--- src/dtpr_pkg.sv ---
/*
 * package for the disk task-file parameter register bank: address decode
 * values, control field positions, reset values and carried structs.
 * assumes nothing of its surroundings beyond a single 100 MHz clock.
 */
`default_nettype none
package dtpr_pkg;
	// ------------------------------------------------------------
	// register address on DA2..DA0 (command block, cs0 asserted)
	// ------------------------------------------------------------
	localparam logic [2:0] DTPR_ADDR_ERR_FEAT = 3'h1;
	localparam logic [2:0] DTPR_ADDR_COUNT    = 3'h2;
	localparam logic [2:0] DTPR_ADDR_LOW      = 3'h3;
	localparam logic [2:0] DTPR_ADDR_MID      = 3'h4;
	localparam logic [2:0] DTPR_ADDR_HIGH     = 3'h5;
	localparam logic [2:0] DTPR_ADDR_DEVICE   = 3'h6;
	localparam logic [2:0] DTPR_ADDR_COMMAND  = 3'h7;
	// control block address, cs1 asserted
	localparam logic [2:0] DTPR_ADDR_CONTROL  = 3'h6;

	// ------------------------------------------------------------
	// field positions
	// ------------------------------------------------------------
	localparam int DTPR_CTL_HOB_BIT    = 7;
	localparam int DTPR_CTL_SOFT_RESET_BIT_BIT   = 2;
	localparam int DTPR_CTL_INTERRUPT_DISABLE_BIT   = 1;
	localparam int DTPR_ERR_ABORT_BIT  = 2;
	localparam int DTPR_DEV_SELECT_BIT = 4;

	// ------------------------------------------------------------
	// reset values
	// ------------------------------------------------------------
	localparam logic [7:0] DTPR_CTL_RESET   = 8'h00;
	localparam logic [7:0] DTPR_PARAM_RESET = 8'h00;
	localparam logic [7:0] DTPR_DEV_RESET   = 8'h00;
	// default diagnostic code, overridden by the top-level parameter
	localparam logic [7:0] DTPR_DIAG_CODE   = 8'h01;
	localparam logic [7:0] DTPR_ABORT_MASK  = 8'h04;

	// captured command parameters
	typedef struct packed {
		logic [7:0] command;
		logic [7:0] feature;
		logic [7:0] count;
		logic [7:0] low;
		logic [7:0] mid;
		logic [7:0] high;
		logic [7:0] device;
	} dtpr_params_type;

	// live task-file parameter registers
	typedef struct packed {
		logic [7:0] feature;
		logic [7:0] count;
		logic [7:0] low;
		logic [7:0] mid;
		logic [7:0] high;
		logic [7:0] device;
		logic [7:0] control;
		logic [7:0] error;
	} dtpr_file_type;
endpackage
`default_nettype wire

--- src/dtpr_regs.sv ---
/*
 * device-side task-file parameter register bank with control register,
 * error register and interrupt line enable.
 * assumes host strobes already synchronised to i_clock and the command
 * engine on the same clock supplies busy, drq, err and command results.
 */
`timescale 1ns/1ps
`default_nettype none
module dtpr_regs
	import dtpr_pkg::*;
#(
	parameter logic       DEVICE_NUMBER = 1'b0,
	parameter logic [7:0] DIAG_CODE     = DTPR_DIAG_CODE
) (
	input  wire logic            i_clock,
	input  wire logic            i_resetn,
	input  wire logic            i_cs0,
	input  wire logic            i_cs1,
	input  wire logic [2:0]      i_addr,
	input  wire logic            i_write,
	input  wire logic            i_read,
	input  wire logic [7:0]      i_wdata,
	input  wire logic            i_busy_flag,
	input  wire logic            i_data_request_flag,
	input  wire logic            i_error_flag,
	input  wire logic            i_irq_condition,
	input  wire logic            i_cmd_aborted,
	input  wire logic [7:0]      i_error_code,
	input  wire logic            i_error_load,
	input  wire logic            i_diag_done,
	output logic [7:0]           o_rdata,
	output logic                 o_rdata_valid,
	output logic                 o_intrq_out,
	output logic                 o_intrq_oe,
	output logic                 o_soft_reset,
	output logic                 o_command_strobe,
	output dtpr_params_type      o_params,
	output logic                 o_high_order_byte_select
);
	// ------------------------------------------------------------
	// access decode
	// ------------------------------------------------------------
	logic cmd_block;
	logic ctl_block;
	logic wr_cmd_blk;
	logic wr_ctl;
	logic hold_regs;
	logic selected;
	logic ctl_soft_reset_bit_rise;
	logic err_update_ok;

	// both selects high or both low address nothing here; the data port
	// and the status side belong to other blocks, so such cycles are
	// simply ignored rather than decoded
	assign cmd_block  = i_cs0 && !i_cs1;
	assign ctl_block  = i_cs1 && !i_cs0 && (i_addr == DTPR_ADDR_CONTROL);
	assign wr_cmd_blk = i_write && cmd_block;
	assign wr_ctl     = i_write && ctl_block;
	// freeze follows the engine err flag level; it ends as soon as i_error_flag drops
	assign hold_regs  = i_error_flag;

	dtpr_file_type   file_reg;
	dtpr_file_type   file_next;
	dtpr_params_type params_reg;
	dtpr_params_type params_next;
	logic            cmd_strobe_reg;
	logic            cmd_strobe_next;
	logic [7:0]      rdata_reg;
	logic [7:0]      rdata_next;
	logic            rvalid_reg;
	logic            rvalid_next;

	assign ctl_soft_reset_bit_rise = wr_ctl && i_wdata[DTPR_CTL_SOFT_RESET_BIT_BIT]
		&& !file_reg.control[DTPR_CTL_SOFT_RESET_BIT_BIT];

	// engine results may touch the error register only while unfrozen,
	// or in the cycle right after a new command has been accepted
	assign err_update_ok = !hold_regs || cmd_strobe_reg;

	// ------------------------------------------------------------
	// register next state
	// ------------------------------------------------------------
	// one process covers file, params and read data so priorities stay visible
	always_comb begin
		file_next       = file_reg;
		params_next     = params_reg;
		cmd_strobe_next = 1'b0;
		rdata_next      = rdata_reg;
		rvalid_next     = 1'b0;
		// host writes; count through device writes are dropped while frozen, the others land as given
		if (wr_cmd_blk) begin
			file_next.control[DTPR_CTL_HOB_BIT] = 1'b0;
			case (i_addr)
				DTPR_ADDR_ERR_FEAT: file_next.feature = i_wdata;
				DTPR_ADDR_COUNT:    if (!hold_regs) file_next.count = i_wdata;
				DTPR_ADDR_LOW:      if (!hold_regs) file_next.low = i_wdata;
				DTPR_ADDR_MID:      if (!hold_regs) file_next.mid = i_wdata;
				DTPR_ADDR_HIGH:     if (!hold_regs) file_next.high = i_wdata;
				DTPR_ADDR_DEVICE:   if (!hold_regs) file_next.device = i_wdata;
				DTPR_ADDR_COMMAND: begin
					// snapshot before this cycle's writes; command write is alone anyway
					params_next.command = i_wdata;
					params_next.feature = file_reg.feature;
					params_next.count   = file_reg.count;
					params_next.low     = file_reg.low;
					params_next.mid     = file_reg.mid;
					params_next.high    = file_reg.high;
					params_next.device  = file_reg.device;
					cmd_strobe_next     = 1'b1;
				end
				default: ;
			endcase
		end
		// control applies at once; bit 0 and reserved bits are forced to zero
		if (wr_ctl) begin
			file_next.control = {i_wdata[DTPR_CTL_HOB_BIT], 4'h0,
				i_wdata[DTPR_CTL_SOFT_RESET_BIT_BIT], i_wdata[DTPR_CTL_INTERRUPT_DISABLE_BIT], 1'b0};
		end
		// error register: command results unless frozen, diagnostic code wins
		// a stray abort pulse while err is set must not disturb the code
		// the host is about to read, so it is gated like the load
		if (i_error_load && err_update_ok) begin
			file_next.error = i_error_code;
		end
		if (i_cmd_aborted && err_update_ok) begin
			file_next.error = file_next.error | DTPR_ABORT_MASK;
		end
		// reset sources override any result of the same cycle
		if (i_diag_done || ctl_soft_reset_bit_rise) begin
			file_next.error = DIAG_CODE;
		end
		// read data: error register at the shared address
		// the value is a snapshot of the edge the read is taken on, so a
		// write in the same cycle shows only on the next read
		if (i_read && cmd_block) begin
			rvalid_next = 1'b1;
			case (i_addr)
				DTPR_ADDR_ERR_FEAT: rdata_next = file_reg.error;
				DTPR_ADDR_COUNT:    rdata_next = file_reg.count;
				DTPR_ADDR_LOW:      rdata_next = file_reg.low;
				DTPR_ADDR_MID:      rdata_next = file_reg.mid;
				DTPR_ADDR_HIGH:     rdata_next = file_reg.high;
				DTPR_ADDR_DEVICE:   rdata_next = file_reg.device;
				default: begin
					rdata_next  = 8'h00;
					rvalid_next = 1'b0;
				end
			endcase
		end
	end

	// ------------------------------------------------------------
	// registers
	// ------------------------------------------------------------
	// hardware reset loads the diagnostic code as the power-on result
	always_ff @(posedge i_clock) begin
		if (!i_resetn) begin
			file_reg       <= '{
				feature: DTPR_PARAM_RESET,
				count:   DTPR_PARAM_RESET,
				low:     DTPR_PARAM_RESET,
				mid:     DTPR_PARAM_RESET,
				high:    DTPR_PARAM_RESET,
				device:  DTPR_DEV_RESET,
				control: DTPR_CTL_RESET,
				error:   DIAG_CODE
			};
			params_reg     <= '0;
			cmd_strobe_reg <= 1'b0;
			rdata_reg      <= 8'h00;
			rvalid_reg     <= 1'b0;
		end else begin
			file_reg       <= file_next;
			params_reg     <= params_next;
			cmd_strobe_reg <= cmd_strobe_next;
			rdata_reg      <= rdata_next;
			rvalid_reg     <= rvalid_next;
		end
	end

	// ------------------------------------------------------------
	// interrupt line and outputs
	// ------------------------------------------------------------
	// the enable is combinational so a control write takes effect in the
	// very next cycle; the pad driver and its resolution live outside
	// select follows the device register as written, not the captured copy
	assign selected = (file_reg.device[DTPR_DEV_SELECT_BIT] == DEVICE_NUMBER);
	// released line has the enable low; the wire resolves outside
	assign o_intrq_oe  = selected && !file_reg.control[DTPR_CTL_INTERRUPT_DISABLE_BIT];
	assign o_intrq_out = o_intrq_oe && i_irq_condition;

	// soft_reset_bit level kept as written; engine runs reset while it is one, in any power state
	assign o_soft_reset             = file_reg.control[DTPR_CTL_SOFT_RESET_BIT_BIT];
	assign o_high_order_byte_select = file_reg.control[DTPR_CTL_HOB_BIT];
	assign o_command_strobe         = cmd_strobe_reg;
	assign o_params                 = params_reg;
	assign o_rdata                  = rdata_reg;
	assign o_rdata_valid            = rvalid_reg;
endmodule // dtpr_regs
`default_nettype wire

--- config.mk ---
export PLATFORM = sky130hd
export DESIGN_NAME = dtpr_regs
export DESIGN_NICKNAME = d
export VERILOG_FILES = /design/src/dtpr_pkg.sv /design/src/dtpr_regs.sv
export SDC_FILE = /design/constraint.sdc
export NUM_CORES = 1
export LEC_CHECK = 0
export BUFFER_PORTS_ARGS = -buffer_cell sky130_fd_sc_hd__buf_2
export CORE_MARGIN = 1
export CORE_UTILIZATION = 40
export CTS_CLUSTER_DIAMETER = 100
export DETAILED_ROUTE_END_ITERATION = 8
export MAX_ROUTING_LAYER = met4
export PLACE_DENSITY = 0.6
export SYNTH_ARGS = -nofsm -noshare
export SYNTH_HDL_FRONTEND = slang
export SYNTH_SLANG_ARGS = --single-unit
--- constraint.sdc ---
create_clock -name i_clock -period 3.5 [get_ports i_clock]
set_input_delay 0.7 -clock i_clock [delete_from_list [all_inputs] [get_ports i_clock]]
set_output_delay 0.7 -clock i_clock [all_outputs]
set_load 0.1 [all_outputs]
==> flow_summary.ini <==
[global_route]
globalRouteOverflowTotal = 0
grtUsageTotal_pct = 21.7
grt_pass1_vias = 4369
grt_max_degree = 94
grt_pass1_wl_um = 22900
antenna_found_initial = 0

[final_layout]
layout.cells.non_filler = 830
final_common_cell = dfxtp_1
finalNetCount = 677
area_delta_synth_final_pct = 21.3
drive_above_1_share_pct = 23.3
most-common-layout-cells = dfxtp_1, buf_2, o21ai_0
antenna_cells = 0
largest_reg_flops = 57
multiInputGateArea_mm2 = 0.00258
seq_area_mm2 = 0.00250
fill_cells = 1269

[power]
pwr_density_cell_mw_per_mm2 = 528
ir_worst_vdd_mv = 0.317
leakagePower_nw = 2.63

[route]
drt-total-wl_um = 14100
firstDrtPassIters = 5
antenna_left = 0
drtIter0Drc = 337
num_vias = 4530
viasPerCell = 5.46
drt-wirelength-per-cell_um = 17.0
post-route-drc-count = 0

[sta]
hold_violations = 0
setup-tns-final_ps = 0
min_period_over_period_pct = 62.1
whs_ps = 473
finClkSkew_ps = 5.77
max-slew-margin-rel_pct = 44.0
fin_crit_ps = 2170
drv_slew = 0
fmax_ghz = 0.460
setup_viol = 0
tightest_slew_ps = 833
grt_setup_unrepaired = false

[critical_path]
cp-startpoint = file_reg[20]
critical-path-slowest-cell = buf_2
crit_path_max_incr_delay_ps = 420
critical_path_class = reg -> out
arrival_ps = 1470
r2r-end = file_reg[0]
cpLargestDelayFamily = buffers and inverters
cp.required_ps = 2800
cp-end-kind = output port
r2r_start = o_soft_reset
critPathMaxFanout = 4
cp_num_buf_inv = 1
crit_cells = 3
ff2ff_setup_slack_ps = 2320
reg2reg_depth = 2
critPathLaunchType = flip-flop
crit_chain = nor2_1, and2_1, buf_2
critPathCapture = o_intrq_out

[hold_path]
hold_path_class = reg -> reg

[floorplan]
die_w_um = 118
die-height_um = 118
row_count = 41
dieArea_mm2 = 0.0138
io_pins = 102
coreArea_mm2 = 0.0128
initial_core_util_pct = 41.6

[synthesis]
yosysSeqAreaShare_pct = 46.8
synthMuxAreaShare_pct = 11.8
synth-seq-cells = 125
syn_area_mm2 = 0.00534
postSynthAreaPerCell_um2 = 9.26
synthSimpleGateAreaFrac_pct = 15.3
syn_nets = 609
syn_inst = 577
synth_compound_area_share_pct = 21.2
synth_xor_area_share_pct = 0
ys_warn_count = 0
ys_types = 38
synth_top_family_by_area = compound AO/OA/AOI/OAI gates
synth_adder_area_share_pct = 0

[clocking]
cts-resized-gates = 0
cts.htree.levels = 4
cts_tree = built
clockBufferDepth = 2
path_clk_slew_ps = 50
cts_root_buf = clkbuf_16
cts_num_sinks = 125
cts_setup_buffers = 0
hold_buffers = 0
clkLatencyLatePin_ps = 410
cts_buffers = 17

[run]
cap_viol_max_count = 0

[placed_design]
portBuffers = 99
place.gp.congestion = 0.829
place_inst = 798
dpl.hpwl_um = 9480

[outcome]
outcome = complete, no violations
[power by group]
part	internal [mW]	switching, mW
combinational	0.0607	0.166
sequential	1.44	0.00832
clock	1.16	0.594
total	2.65	0.769
[synthesized netlist by cell type]
master,n,area [um^2]
a311oi_1,1,8.76
nand3b_1,1,7.51
nand2b_1,4,25.0
buf_1,4,15.0
mux2i_1,63,631
nand3b_4,1,20.0
nor4_4,1,21.3
or3b_2,1,8.76
nor3b_2,1,12.5
and3b_1,2,17.5
a21boi_0,65,488
buf_4,2,15.0
and2_1,1,6.26
o21ai_0,80,400
a21oi_1,7,35.0
nand4b_1,3,26.3
nand2_1,49,184
nand3_1,76,380
buf_2,17,85.1
and4bb_2,1,12.5
nor2b_1,3,18.8
or2_2,1,6.26
and4b_1,2,20.0
o221a_2,8,90.1
dfxtp_1,125,2500
o311ai_0,1,8.76
o211ai_1,1,7.51
o22ai_1,8,50.1
and3_1,2,12.5
nand3_2,1,10.0
nor3_1,2,10.0
nor2_1,3,11.3
clkbuf_1,32,120
a21boi_1,2,15.0
buf_6,1,11.3
o41ai_4,1,27.5
nand2b_2,1,8.76
inv_1,3,11.3
[cell type report]
cell class / count / area share [%]
inverter: 3 / 0.174
clock inverter: 6 / 1.24
tap: 172 / 3.32
clock buffer: 26 / 8.02
sequential: 125 / 38.6
multi-input combinational: 393 / 39.9
timing repair buffer: 105 / 8.73
[worst register-to-register path: cells and delay by family, from the launching register on]
kind               cells  cell delay [ps]
DFF                    1              340
and+or+nand+nor        1              180
AOI/OAI and AO/OA      1              600
[cells by family after synthesis]
group / Yosys count
AND/OR/NAND/NOR: 156
multiplexers: 63
buffers and inverters: 59
AO/OA/AOI/OAI: 174
flip-flops: 125
[stage by stage]
step	setup WS (ps)	cell area (um^2)	total power [mW]	util (%)
2_1_floorplan	287	5340	1.64	-
3_3_place_gp	1020	5880	1.70	45.8
3_5_place_dp	985	5880	1.70	45.8
4_1_cts	1300	6480	3.45	50.5
5_1_grt	1240	6480	3.54	50.5
6_report	1330	6480	3.42	50.5
[layer usage]
| metal | wire length (um) | up-vias | track usage [%] |
|---|---|---|---|
| met5 | 0 | - | - |
| met4 | 278 | 0 | 10.0 |
| li1 | - | 2209 | - |
| met3 | 593 | 21 | 4.26 |
| met2 | 6740 | 110 | 33.5 |
| met1 | 6490 | 2190 | 27.4 |
[worst min-delay path by stage]
stage	depth (start not counted)	slack (ps)	end	from
finish	2	470	o_params[37]	o_params[37]
detailed placement	2	470	file_reg[47]	file_reg[47]
CTS	2	480	file_reg[47]	file_reg[47]
floorplan	2	450	file_reg[48]	file_reg[48]
global placement	2	460	o_params[41]	file_reg[57]
global route	2	500	o_params[46]	o_params[46]
Power figures use the tool's default switching activity.
